$ cat src/hw/lar_pkg.sv
// Constants, types and command codes for the linear array serial readout.
// Summary of operation
// All logic runs from the host serial clock, sampled and edge-detected here.
// Normal cycle: reset, start integration, integrate, sample, then read pixels.
// Reset command forces integrators to zero and holds them in reset.
// Integration start command releases integrators, beginning the integration period.
// Sample command ends integration and captures every pixel into its hold store.
// Pixel read command converts sampled values to 8-bit codes and shifts them out.
// All 102 pixels go out in order unless aborted or reset.
// Three independent 5-bit gains, one per 34-pixel zone.
// Three 8-bit sign-magnitude offsets, MSB set means negative.
// Host must program all gains and offsets after power-up.
// A character is a start bit, 8 data bits, one or more stops.
// Input sampled on rising serial clock, output changed on falling edge.
// Receiver accepts a start bit right after the last data bit.
// Continuous pixel output has exactly one stop bit between words.
// Receiver and transmitter run independently; commands accepted during readout.
// Host must not request register reads during a pixel readout.
// Host should not change gain or offset during a readout.
// Host gives at least 5 clocks after each command's stop bit.
// Register contents start shifting out 4 clocks after the read command.
// First pixel goes out 44 clocks after the pixel read command.
// Integration starts 22 clocks after the start command.
// Action codes 1B, 08, 10, 02, 19, 12 and 16 hex.
// Register write is 40h plus address then data; read is 60h plus address.
// Pixel bytes go LSB first, 0 start, 1 stop, pixels 0 to 101.
// Ten or more low input bits reinitialise the command byte tracker.
// Idle receiver takes first low bit as start, then collects eight bits.
// Serial output idles high between characters.
package lar_pkg;

  localparam logic [7:0] CMD_RESET       = 8'h1B;
  localparam logic [7:0] CMD_START       = 8'h08;
  localparam logic [7:0] CMD_SAMPLE      = 8'h10;
  localparam logic [7:0] CMD_READ        = 8'h02;
  localparam logic [7:0] CMD_ABORT       = 8'h19;
  localparam logic [7:0] CMD_SAMPLE_READ = 8'h12;
  localparam logic [7:0] CMD_SAMPLE_RD_START = 8'h16;
  localparam logic [2:0] CMD_REG_STORE   = 3'h2;
  localparam logic [2:0] CMD_REG_FETCH   = 3'h3;

  localparam logic [6:0] PIXEL_LAST    = 7'h65;
  localparam logic [4:0] REG_ADDR_LAST = 5'h05;
  localparam logic [3:0] BREAK_BITS    = 4'hA;
  localparam logic [4:0] START_DELAY   = 5'h16;
  localparam logic [5:0] READ_DELAY    = 6'h2C;
  localparam logic [2:0] FETCH_DELAY   = 3'h4;
  localparam logic [3:0] TX_FRAME_BITS = 4'h9;
  localparam int         FIFO_DEPTH    = 8;
  localparam int         PIXEL_WIDTH   = 8;

  typedef struct packed {
    logic [4:0] gain;
    logic [7:0] offset;
  } lar_zone_cfg_s;

  localparam lar_zone_cfg_s ZONE_CFG_RESET = '0;

  typedef enum logic [1:0] {RX_IDLE, RX_DATA, RX_BREAK} lar_rx_state_e;
  typedef enum logic {TX_IDLE, TX_BITS} lar_tx_state_e;

endpackage : lar_pkg

$ cat src/hw/lar_readout.sv
// Serial command receiver, control sequencer, pixel FIFO and transmitter.
`timescale 1ns/1ps
`default_nettype none

// ============================================================
// Pixel FIFO
module lar_fifo #(
  parameter int WIDTH = 8,
  parameter int DEPTH = 8
) (
  input  wire logic             clk_i,
  input  wire logic             rst_n_i,
  input  wire logic             flush_i,
  input  wire logic [WIDTH-1:0] in_data_i,
  input  wire logic             in_valid_i,
  output logic                  in_ready_o,
  output logic      [WIDTH-1:0] out_data_o,
  output logic                  out_valid_o,
  input  wire logic             out_ready_i
);
  localparam int AW = $clog2(DEPTH);
  logic [WIDTH-1:0] mem [DEPTH];
  logic [AW-1:0]    wr_ptr;
  logic [AW-1:0]    rd_ptr;
  logic [AW:0]      count;
  wire              do_wr = in_valid_i && in_ready_o;
  wire              do_rd = out_valid_o && out_ready_i;
  assign in_ready_o  = (count != (AW+1)'(DEPTH));
  assign out_valid_o = (count != '0);
  assign out_data_o  = mem[rd_ptr];
  always_ff @(posedge clk_i) begin
    if (do_wr) begin
      mem[wr_ptr] <= in_data_i;
    end
  end
  always_ff @(posedge clk_i) begin
    if (!rst_n_i || flush_i) begin
      wr_ptr <= '0;
      rd_ptr <= '0;
      count  <= '0;
    end else begin
      if (do_wr) begin
        wr_ptr <= (wr_ptr == AW'(DEPTH-1)) ? '0 : wr_ptr + 1'b1;
      end
      if (do_rd) begin
        rd_ptr <= (rd_ptr == AW'(DEPTH-1)) ? '0 : rd_ptr + 1'b1;
      end
      count <= count + (AW+1)'(do_wr) - (AW+1)'(do_rd);
    end
  end
endmodule : lar_fifo

// ============================================================
// Readout top
module lar_readout
  import lar_pkg::*;
(
  input  wire logic                   clk_i,
  input  wire logic                   rst_n_i,
  input  wire logic                   serial_clk_i,
  input  wire logic                   serial_in_line_i,
  output logic                        serial_out_line_o,
  output logic                        integ_reset_o,
  output logic                        integ_run_o,
  output logic                        sample_strobe_o,
  output logic      [6:0]             pix_addr_o,
  input  wire logic [PIXEL_WIDTH-1:0] pix_data_i,
  output logic                        readout_busy_o,
  output lar_zone_cfg_s               left_cfg_o,
  output lar_zone_cfg_s               center_cfg_o,
  output lar_zone_cfg_s               right_cfg_o
);
  // ============================================================
  // Serial clock and input synchronisers
  logic sclk_q1;
  logic sclk_q2;
  logic sclk_q3;
  logic serial_in_line_q1;
  logic serial_in_line_q2;

  always_ff @(posedge clk_i) begin
    if (!rst_n_i) begin
      sclk_q1 <= 1'b0;
      sclk_q2 <= 1'b0;
      sclk_q3 <= 1'b0;
      serial_in_line_q1 <= 1'b1;
      serial_in_line_q2 <= 1'b1;
    end else begin
      sclk_q1 <= serial_clk_i;
      sclk_q2 <= sclk_q1;
      sclk_q3 <= sclk_q2;
      serial_in_line_q1 <= serial_in_line_i;
      serial_in_line_q2 <= serial_in_line_q1;
    end
  end

  wire sclk_rise = sclk_q2 && !sclk_q3;
  wire sclk_fall = !sclk_q2 && sclk_q3;
  // ============================================================
  // Receiver
  lar_rx_state_e rx_state;
  logic [2:0]    rx_bit;
  logic [7:0]    rx_shift;
  logic [3:0]    low_run;
  logic          rx_done;
  wire           brk_hit = !serial_in_line_q2 && (low_run == BREAK_BITS - 4'h1);

  always_ff @(posedge clk_i) begin
    if (!rst_n_i) begin
      rx_state <= RX_IDLE;
      rx_bit   <= '0;
      rx_shift <= '0;
      low_run  <= '0;
      rx_done  <= 1'b0;
    end else begin
      rx_done <= 1'b0;
      if (sclk_rise) begin
        if (serial_in_line_q2) begin
          low_run <= '0;
        end else if (low_run != BREAK_BITS) begin
          low_run <= low_run + 4'h1;
        end
        if (brk_hit) begin
          rx_state <= RX_BREAK;
        end else begin
          case (rx_state)
            RX_IDLE: begin
              if (!serial_in_line_q2) begin
                rx_state <= RX_DATA;
                rx_bit   <= '0;
              end
            end
            RX_DATA: begin
              rx_shift <= {serial_in_line_q2, rx_shift[7:1]};
              rx_bit   <= rx_bit + 3'h1;
              if (rx_bit == 3'h7) begin
                rx_state <= RX_IDLE;
                rx_done  <= 1'b1;
              end
            end
            RX_BREAK: begin
              if (serial_in_line_q2) begin
                rx_state <= RX_IDLE;
              end
            end
            default: rx_state <= RX_IDLE;
          endcase
        end
      end
    end
  end
  // ============================================================
  // Command decode
  logic       expect_data;
  logic [4:0] store_addr;
  wire        cmd_act   = rx_done && !expect_data;
  wire  [7:0] cmd       = rx_shift;
  wire        do_reset  = cmd_act && (cmd == CMD_RESET);
  wire        do_abort  = cmd_act && (cmd == CMD_ABORT);
  wire        do_sample = cmd_act && (cmd == CMD_SAMPLE ||
                          cmd == CMD_SAMPLE_READ ||
                          cmd == CMD_SAMPLE_RD_START);
  wire        do_read   = cmd_act && (cmd == CMD_READ ||
                          cmd == CMD_SAMPLE_READ ||
                          cmd == CMD_SAMPLE_RD_START);
  wire        do_start  = cmd_act && (cmd == CMD_START ||
                          cmd == CMD_SAMPLE_RD_START);
  wire        do_store  = cmd_act && (cmd[7:5] == CMD_REG_STORE);
  wire        do_fetch  = cmd_act && (cmd[7:5] == CMD_REG_FETCH);
  wire        stop_read = do_reset || do_abort;

  always_ff @(posedge clk_i) begin
    if (!rst_n_i) begin
      expect_data <= 1'b0;
      store_addr  <= '0;
    end else if (sclk_rise && brk_hit) begin
      expect_data <= 1'b0;
    end else if (rx_done) begin
      expect_data <= do_store;
      store_addr  <= cmd[4:0];
    end
  end
  // ============================================================
  // Zone gain and offset settings
  lar_zone_cfg_s cfg [3];
  wire  [1:0]    store_zone = store_addr[2:1];
  wire           store_hit  = rx_done && expect_data &&
                              (store_addr <= REG_ADDR_LAST);

  always_ff @(posedge clk_i) begin
    if (!rst_n_i) begin
      cfg[0] <= ZONE_CFG_RESET;
      cfg[1] <= ZONE_CFG_RESET;
      cfg[2] <= ZONE_CFG_RESET;
    end else if (store_hit) begin
      if (store_addr[0]) begin
        cfg[store_zone].gain <= rx_shift[4:0];
      end else begin
        cfg[store_zone].offset <= rx_shift;
      end
    end
  end

  assign left_cfg_o   = cfg[0];
  assign center_cfg_o = cfg[1];
  assign right_cfg_o  = cfg[2];

  wire [1:0] fetch_zone = cmd[2:1];
  wire [7:0] fetch_val  = (cmd[4:0] > REG_ADDR_LAST) ? 8'h00 :
                          cmd[0] ? {3'h0, cfg[fetch_zone].gain} :
                          cfg[fetch_zone].offset;
  // ============================================================
  // Integration control
  logic [4:0] start_wait;

  always_ff @(posedge clk_i) begin
    if (!rst_n_i) begin
      integ_reset_o   <= 1'b1;
      integ_run_o     <= 1'b0;
      sample_strobe_o <= 1'b0;
      start_wait      <= '0;
    end else begin
      sample_strobe_o <= do_sample;
      if (stop_read) begin
        integ_reset_o <= 1'b1;
        integ_run_o   <= 1'b0;
        start_wait    <= '0;
      end else begin
        if (do_sample) begin
          integ_reset_o <= 1'b1;
          integ_run_o   <= 1'b0;
        end
        if (do_start) begin
          start_wait <= START_DELAY;
        end else if (sclk_rise && start_wait != '0) begin
          start_wait <= start_wait - 5'h1;
          if (start_wait == 5'h1) begin
            integ_reset_o <= 1'b0;
            integ_run_o   <= 1'b1;
          end
        end
      end
    end
  end
  // ============================================================
  // Pixel producer into the FIFO
  logic                   prod_active;
  logic [5:0]             read_wait;
  logic                   read_go;
  logic                   fifo_ready;
  logic [PIXEL_WIDTH-1:0] fifo_data;
  logic                   fifo_valid;
  logic                   pop_fifo;
  logic                   tx_busy;
  wire                    push = prod_active && fifo_ready;

  lar_fifo #(
    .WIDTH (PIXEL_WIDTH),
    .DEPTH (FIFO_DEPTH)
  ) u_fifo (
    .clk_i       (clk_i),
    .rst_n_i     (rst_n_i),
    .flush_i     (stop_read || do_read),
    .in_data_i   (pix_data_i),
    .in_valid_i  (prod_active),
    .in_ready_o  (fifo_ready),
    .out_data_o  (fifo_data),
    .out_valid_o (fifo_valid),
    .out_ready_i (pop_fifo)
  );

  always_ff @(posedge clk_i) begin
    if (!rst_n_i) begin
      prod_active <= 1'b0;
      pix_addr_o  <= '0;
      read_wait   <= '0;
      read_go     <= 1'b0;
    end else if (stop_read) begin
      prod_active <= 1'b0;
      read_wait   <= '0;
      read_go     <= 1'b0;
    end else if (do_read) begin
      prod_active <= 1'b1;
      pix_addr_o  <= '0;
      read_wait   <= READ_DELAY;
      read_go     <= 1'b0;
    end else begin
      if (push) begin
        if (pix_addr_o == PIXEL_LAST) begin
          prod_active <= 1'b0;
        end else begin
          pix_addr_o <= pix_addr_o + 7'h1;
        end
      end
      if (sclk_rise && read_wait != '0) begin
        read_wait <= read_wait - 6'h1;
        read_go   <= (read_wait == 6'h1);
      end else if (read_go && !prod_active && !fifo_valid && !tx_busy) begin
        read_go <= 1'b0;
      end
    end
  end

  assign readout_busy_o = prod_active || read_wait != '0 || read_go;
  // ============================================================
  // Register fetch timing
  logic [2:0] fetch_wait;
  logic       fetch_go;
  logic [7:0] fetch_byte;
  wire        load_fetch = sclk_fall && !tx_busy && fetch_go;

  always_ff @(posedge clk_i) begin
    if (!rst_n_i) begin
      fetch_wait <= '0;
      fetch_go   <= 1'b0;
      fetch_byte <= '0;
    end else if (do_reset) begin
      fetch_wait <= '0;
      fetch_go   <= 1'b0;
    end else if (do_fetch) begin
      fetch_byte <= fetch_val;
      fetch_wait <= FETCH_DELAY;
    end else if (sclk_rise && fetch_wait != '0) begin
      fetch_wait <= fetch_wait - 3'h1;
      fetch_go   <= (fetch_wait == 3'h1);
    end else if (load_fetch) begin
      fetch_go <= 1'b0;
    end
  end
  // ============================================================
  // Transmitter
  lar_tx_state_e tx_state;
  logic [8:0]    tx_shift;
  logic [3:0]    tx_left;
  wire  [7:0]    tx_word = fetch_go ? fetch_byte : fifo_data;

  assign tx_busy  = (tx_state == TX_BITS);
  assign pop_fifo = sclk_fall && !tx_busy && !fetch_go &&
                    read_go && fifo_valid;
  wire   tx_load  = load_fetch || pop_fifo;

  always_ff @(posedge clk_i) begin
    if (!rst_n_i) begin
      tx_state          <= TX_IDLE;
      tx_shift          <= '1;
      tx_left           <= '0;
      serial_out_line_o <= 1'b1;
    end else if (stop_read && !fetch_go) begin
      tx_state          <= TX_IDLE;
      serial_out_line_o <= 1'b1;
    end else if (tx_load) begin
      tx_state          <= TX_BITS;
      serial_out_line_o <= 1'b0;
      tx_shift          <= {1'b1, tx_word};
      tx_left           <= TX_FRAME_BITS;
    end else if (sclk_fall && tx_busy) begin
      serial_out_line_o <= tx_shift[0];
      tx_shift          <= {1'b1, tx_shift[8:1]};
      tx_left           <= tx_left - 4'h1;
      if (tx_left == 4'h1) begin
        tx_state <= TX_IDLE;
      end
    end
  end

endmodule : lar_readout

`default_nettype wire

$ cat config.mk
export PLATFORM = sky130hd
export DESIGN_NAME = lar_readout
export DESIGN_NICKNAME = d
export VERILOG_FILES = /design/src/hw/lar_pkg.sv /design/src/hw/lar_readout.sv
export SDC_FILE = /design/constraint.sdc
export NUM_CORES = 1
export LEC_CHECK = 0
export BUFFER_PORTS_ARGS = -buffer_cell sky130_fd_sc_hd__buf_4
export CORE_MARGIN = 4
export CORE_UTILIZATION = 45
export DETAILED_ROUTE_END_ITERATION = 16
export PLACE_DENSITY_LB_ADDON = 0.15
export SLEW_MARGIN = 15
export SYNTH_ARGS = -nofsm -noshare
export SYNTH_HDL_FRONTEND = slang
export SYNTH_SLANG_ARGS = --single-unit
$ cat constraint.sdc
create_clock -name clk_i -period 2.24 [get_ports clk_i]
set_input_delay 0.112 -clock clk_i [delete_from_list [all_inputs] [get_ports clk_i]]
set_output_delay 0.112 -clock clk_i [all_outputs]
set_load 0.01 [all_outputs]
==> impl_metrics.toml, run 1 <==
[clock_network]
clockBufferDepth = 3
clk_pin_slew_worst_paths_ns = 0.06
cts_root_buffer = "clkbuf_16"
numClockSinks = 209
tritoncts = "built"
clock_latency_ns = 0.50
cts_buffers = 23
htreeDepth = 1

[power]
powerDensity_nw_per_um2 = 708
ir_worst_vdd_mv = 0.438
p_leak_nw = 4.10

[yosys]
synth_flop_cell = "edfxtp_1"
synth_area_leaders = "edfxtp_1, dfxtp_1, mux2i_1"
synth_largest_area_cell = "edfxtp_1"
synth_edf_count = 116
syn_area_per_cell_sq_um = 12.3
async_flop_share_pct = 0
ys_ff_latch = 209
seq_area_frac_synth_pct = 58.9
ys_types = 70
synth_top_area_share_pct = 38.4
synthesis.area_sq_um = 9070
yosys_warnings = 0
syn_inst = 739

[routing]
drc = 0
wl_um = 19900
viasPerCell = 5.35
firstDrtPassIters = 5
drt_iter0_markers = 333
routedWlPerCell_um = 17.3
ant_nets = 0
vias = 6156

[cells_and_area]
layout-drive-gt1-share_pct = 23.2
num-nets-final = 909
final_common_cell = "edfxtp_1"
syn2layout_area_growth_pct = 22.4
stdcell_count = 1150
layout_common_cells = "edfxtp_1, buf_4, dfxtp_1, nor2_1, a21oi_1"
diodes = 0
final_cell_area_sq_um = 11100

[placed_design]
place.detailed.instances = 1089
gp_congestion = 0.817
place_hpwl_um = 14000
post_dp_cell_area_sq_um = 10100
io_buffers = 62

[grt]
grt_first_pass_wirelength_um = 31600
grt_max_degree = 32
grt.total_usage_pct = 17.5
grt.overflow.total = 0
grt_pass1_vias = 6110
antenna_found_initial = 0

[sta]
rsz0062_at_grt = "yes"
period_share_pct = 99.1
finClkSkew_ns = 0.00983
maxSlewViolCount = 0
worstMarginPinSlew_ns = 0.718
timing.fmax_ghz = 0.451
slew_headroom_pct = 51.9
setup_violations = 0
hold_violations = 0
fin_crit_ns = 2.22

[critical_path]
cp_data_required_time_ns = 2.62
crit_type = "reg2reg"
worstPathArrival_ns = 2.60
worstSetupEndpointType = "register"
path_max_fanout = 3
critPathLaunchType = "register"

[worst_hold_path]
hold_class = "in2reg"

[outcome]
status = "completed"

[floorplan]
fp.dieArea_sq_um = 22500
ios = 63
die_w_um = 150
die_h_um = 150
core_area_sq_um = 19700
start_util_pct = 46.1
placementRows = 51

[run]
cap_violations = 0
-- stage by stage --
step / TNS (ns) / setup slack, ns / total power [mW] / hold slack, ns / util, %
floorplan: -0.0185 / -0.0185 / 4.25 / 0.211 / -
global placement: -1.12 / -0.0804 / 4.36 / 0.297 / 51.5
detailed placement: -3.42 / -0.154 / 4.36 / 0.298 / 51.5
CTS: -0.110 / -0.0535 / 7.97 / 0.108 / 56.2
global route: -0.122 / -0.0246 / 8.15 / 0.136 / 56.5
finish: 0 / 0.0208 / 7.86 / 0.111 / 56.5
-- final cells by class --
cell class	instances	area, sq um
fillers	1671	8550
flip-flops and latches	209	5350
well taps	265	332
multi-input cells	478	3610
clock inverters	9	72.6
repair buffers	120	942
clock buffers	32	653
inverters	37	141
-- synth_stat cells (4+ instances only) --
library cell / count
o21ai_0: 9
o22ai_1: 7
nor4_1: 9
xnor2_1: 14
o2bb2ai_1: 5
nand2_1: 38
mux2i_1: 39
nand2b_1: 13
a211oi_1: 4
clkbuf_1: 20
nand3_1: 13
nand4_1: 8
and3_1: 6
o211a_1: 8
dfxtp_1: 93
mux2_2: 7
inv_1: 37
o221ai_1: 7
nand4b_1: 5
mux4_2: 15
xor2_1: 4
edfxtp_1: 116
buf_2: 6
ha_1: 27
a221oi_1: 7
nor2_1: 57
a21oi_1: 44
nor2b_1: 5
nor3_1: 15
nor3b_1: 8
and2_1: 39
nor4b_1: 6
-- worst paths after layout --
check	startpoint	to	slack, ns	cells after the start
worst max-delay path	u_fifo.count[2]$_SDFF_PP0_	u_fifo.count[1]$_SDFF_PP0_	0.02	11
worst min-delay path	rst_n_i	serial_in_line_q1$_SDFF_PN1_	0.11	3
worst max register to register	u_fifo.count[2]$_SDFF_PP0_	u_fifo.count[1]$_SDFF_PP0_	0.02	11
worst min register to register	serial_in_line_q1$_SDFF_PN1_	serial_in_line_q2$_SDFF_PN1_	0.41	1
-- kinds of logic (layout without fill, tap and decap cells) --
logic type,after synthesis,after routing,synth area share [%]
AND/OR/NAND/NOR,243,243,15.0
flip-flops,209,209,58.9
AO/OA/AOI/OAI,115,115,8.75
buffers and inverters,64,198,2.73
multiplexers,61,61,8.90
adder cells (fa/ha/maj),28,28,3.95
XOR/XNOR,18,18,1.74
other,1,13,0.0413
-- report_power, final --
group | switching [mW] | internal [mW] | leakage (nW)
clock | 1.43 | 2.14 | 0.365
combinational | 0.111 | 0.0823 | 1.87
sequential | 0.0228 | 4.08 | 1.86
-- per-layer routing --
layer,track usage (%),wire [um]
met1,24.2,9140
met2,28.8,9380
met3,3.21,1010
met4,4.35,329
met5,0,0
-- state kept, by name (all words and copies together) (netlist names), 2 cells and up, named ones only --
register	count
pix_addr_o	7
cmd	8
rx_state	2
read_wait	6
tx_shift	8
tx_left	4
start_wait	5
u_fifo.wr_ptr	3
u_fifo.mem	64
u_fifo.count	4
low_run	4
u_fifo.rd_ptr	3
cfg	52
store_addr	5
fetch_byte	8
rx_bit	3
fetch_wait	3
-- critical path: stages (launching register included) --
cell     delay (ns)
dfxtp_2        0.31
inv_2          0.07
ha_4           0.12
or3b_4         0.37
nand4_1        0.13
inv_2          0.08
ha_4           0.22
inv_4          0.06
ha_4           0.13
inv_2          0.04
fa_2           0.53
nor2_2         0.04
-- what timing repair did --
action | in CTS | in global routing
hold buffers | 10 | 0
gates resized for setup | 5 | 18
buffers inserted | 10 | 1
endpoints found under the hold margin | 66 | 0
setup endpoints to repair | 26 | 29
pin swaps | 1 | 5
(Power assumes the default switching activity.)
==> inputs of run 2 (changes only) <==
--- a/config.mk
+++ b/config.mk
@@ -7,7 +7,7 @@
 export LEC_CHECK = 0
 export BUFFER_PORTS_ARGS = -buffer_cell sky130_fd_sc_hd__buf_4
 export CORE_MARGIN = 4
-export CORE_UTILIZATION = 45
+export CORE_UTILIZATION = 30
 export DETAILED_ROUTE_END_ITERATION = 16
 export PLACE_DENSITY_LB_ADDON = 0.15
 export SLEW_MARGIN = 15
==> run 2 against run 1 <==
Compared with the run above:
- critical path depth is the same
- combinational power barely moved
- core utilization decreased by 18 points
- final area up 2.0%
- register-to-register slack better by 0.07 ns
- fmax increased by 3.4%
- non-clock buffer count fell by 3
==> impl_metrics.toml, run 2 (synthesis gave the netlist of run 1 again) <==
[grt]
grt_max_degree = 32
grt_pass1_vias = 6134
antenna_found_initial = 0
grt_first_pass_wirelength_um = 33700
grt.total_usage_pct = 12.4
grt.overflow.total = 0

[critical_path]
startpoint = "u_fifo.count[2]$_SDFF_PP0_"
critPathLaunchType = "register"
rr_worst_depth = 11
r2r_slack_ns = 0.09
cp_data_required_time_ns = 2.63
r2r-end = "u_fifo.count[1]$_SDFF_PP0_"
worstSetupEndpointType = "register"
r2r-start = "u_fifo.count[2]$_SDFF_PP0_"
path_max_fanout = 3
worstPathArrival_ns = 2.54
crit_type = "reg2reg"

[routing]
routedWlPerCell_um = 16.3
firstDrtPassIters = 4
wl_um = 20800
viasPerCell = 4.73
ant_nets = 0
drc = 0
vias = 6043
drt_iter0_markers = 342

[power]
power.share.clock_pct = 48.6
p_leak_nw = 4.13
power_frac_seq_pct = 49.1
powerDensity_nw_per_um2 = 738
p_sw_share_pct = 19.8
p_int_mw = 6.70
pwr-share-comb_pct = 2.3
p_sw_mw = 1.66
finalPower_mw = 8.35
ir_worst_vdd_mv = 0.471

[clock_network]
clk_pin_slew_worst_paths_ns = 0.06
clockBufferDepth = 3
tritoncts = "built"
numClockSinks = 209
cts_root_buffer = "clkbuf_16"
htreeDepth = 1
clock_latency_ns = 0.51
cts_buffers = 25

[cells_and_area]
stdcell_count = 1277
diodes = 0
syn2layout_area_growth_pct = 24.8
num-nets-final = 908
largest_reg_flops = 64
fillers = 2923
layout_common_cells = "edfxtp_1, buf_4, dfxtp_1, nor2_1, a21oi_1"
reg.largest.list = "u_fifo.mem x64, cfg x52"
layout-drive-gt1-share_pct = 22.3
top_register = "u_fifo.mem"
final_common_cell = "edfxtp_1"

[floorplan]
die_h_um = 182
die_w_um = 182
core_area_sq_um = 29700
start_util_pct = 30.5
fp.dieArea_sq_um = 33100
ios = 63
placementRows = 63

[sta]
timing.fmax_ghz = 0.466
finClkSkew_ns = 0.0121
fin_hold_ws_ns = 0.118
maxSlewViolCount = 0
worstMarginPinSlew_ns = 0.665
fin_crit_ns = 2.15
hold_violations = 0
setup_violations = 0
tns_ns = 0
slew_headroom_pct = 55.4
period_share_pct = 95.9

[worst_hold_path]
min_to = "serial_in_line_q2$_SDFF_PN1_"
hold_class = "in2reg"
hold_start = "rst_n_i"
whs_path_depth = 3

[run]
cap_violations = 0

[outcome]
status = "completed"

[placed_design]
io_buffers = 62
gp_congestion = 0.719
place.detailed.instances = 1220
place_hpwl_um = 14500
==> run 2: worst max path at each step <==
stage	end	slack (ns)	cells after the start
after CTS	u_fifo.count[1]$_SDFF_PP0_	-0.005	11
after global routing	u_fifo.count[2]$_SDFF_PP0_	-0.02	12
after global placement	u_fifo.count[2]$_SDFF_PP0_	-0.02	12
after floorplan	u_fifo.count[2]$_SDFF_PP0_	-0.02	12
final	u_fifo.count[1]$_SDFF_PP0_	0.09	11
after detailed placement	u_fifo.mem[2][0]$_DFFE_PP_	-0.04	7
==> run 2: cell type report <==
type                    count  area, sq um  share of cell area, %
flip-flops and latches    209         5350                   47.2
multi-input cells         478         3590                   31.8
repair buffers            117          916                   8.09
clock buffers              35          707                   6.24
well taps                 390          488                   4.31
inverters                  37          139                   1.23
clock inverters            11          130                   1.15
==> run 2: what timing repair did <==
| item | 4_1_cts | 5_1_grt |
|---|---|---|
| hold buffers | 10 | 0 |
| resized for setup | 2 | 12 |
| pin swaps | 2 | 6 |
| buffers inserted | 0 | 1 |
| setup endpoints to repair | 9 | 11 |
| endpoints found under the hold margin | 66 | 0 |
==> run 2: metal layers <==
layer  vias up  part of all wire (%)  GRT usage, %
met5         -                     0             0
met4         0                   1.6          2.55
met1      2933                    49          17.5
met3        27                   4.1          2.16
li1       2985                     -             -
met2        98                    46          20.1
==> run 2: per-stage QoR <==
| step | setup WS, ns | utilization (%) | cell area [sq um] |
|---|---|---|---|
| 2_1_floorplan | -0.0185 | - | 9130 |
| 4_1_cts | -0.00504 | 37.9 | 11300 |
| 3_5_place_dp | -0.0388 | 34.7 | 10300 |
| 3_3_place_gp | -0.0208 | 34.7 | 10300 |
| 5_1_grt | -0.0203 | 38.1 | 11300 |
| 6_report | 0.0927 | 38.1 | 11300 |
==> run 2: power groups by stage <==
stage          clock network, mW  registers (mW)  logic (mW)
6_report                    4.06            4.10       0.196
2_1_floorplan                  0            4.18      0.0673
5_1_grt                     4.35            4.10       0.216
4_1_cts                     4.19            4.10       0.201
3_5_place_dp                   0            4.18       0.187
3_3_place_gp                   0            4.18       0.187
==> run 2: critical path, stage by stage (launching register included) <==
cell     delay, ns
dfxtp_2       0.31
inv_2         0.08
ha_4          0.12
or3b_4        0.37
nand4_1       0.11
inv_2         0.06
ha_4          0.21
inv_2         0.06
ha_4          0.13
inv_2         0.04
fa_2          0.51
nor2_1        0.04
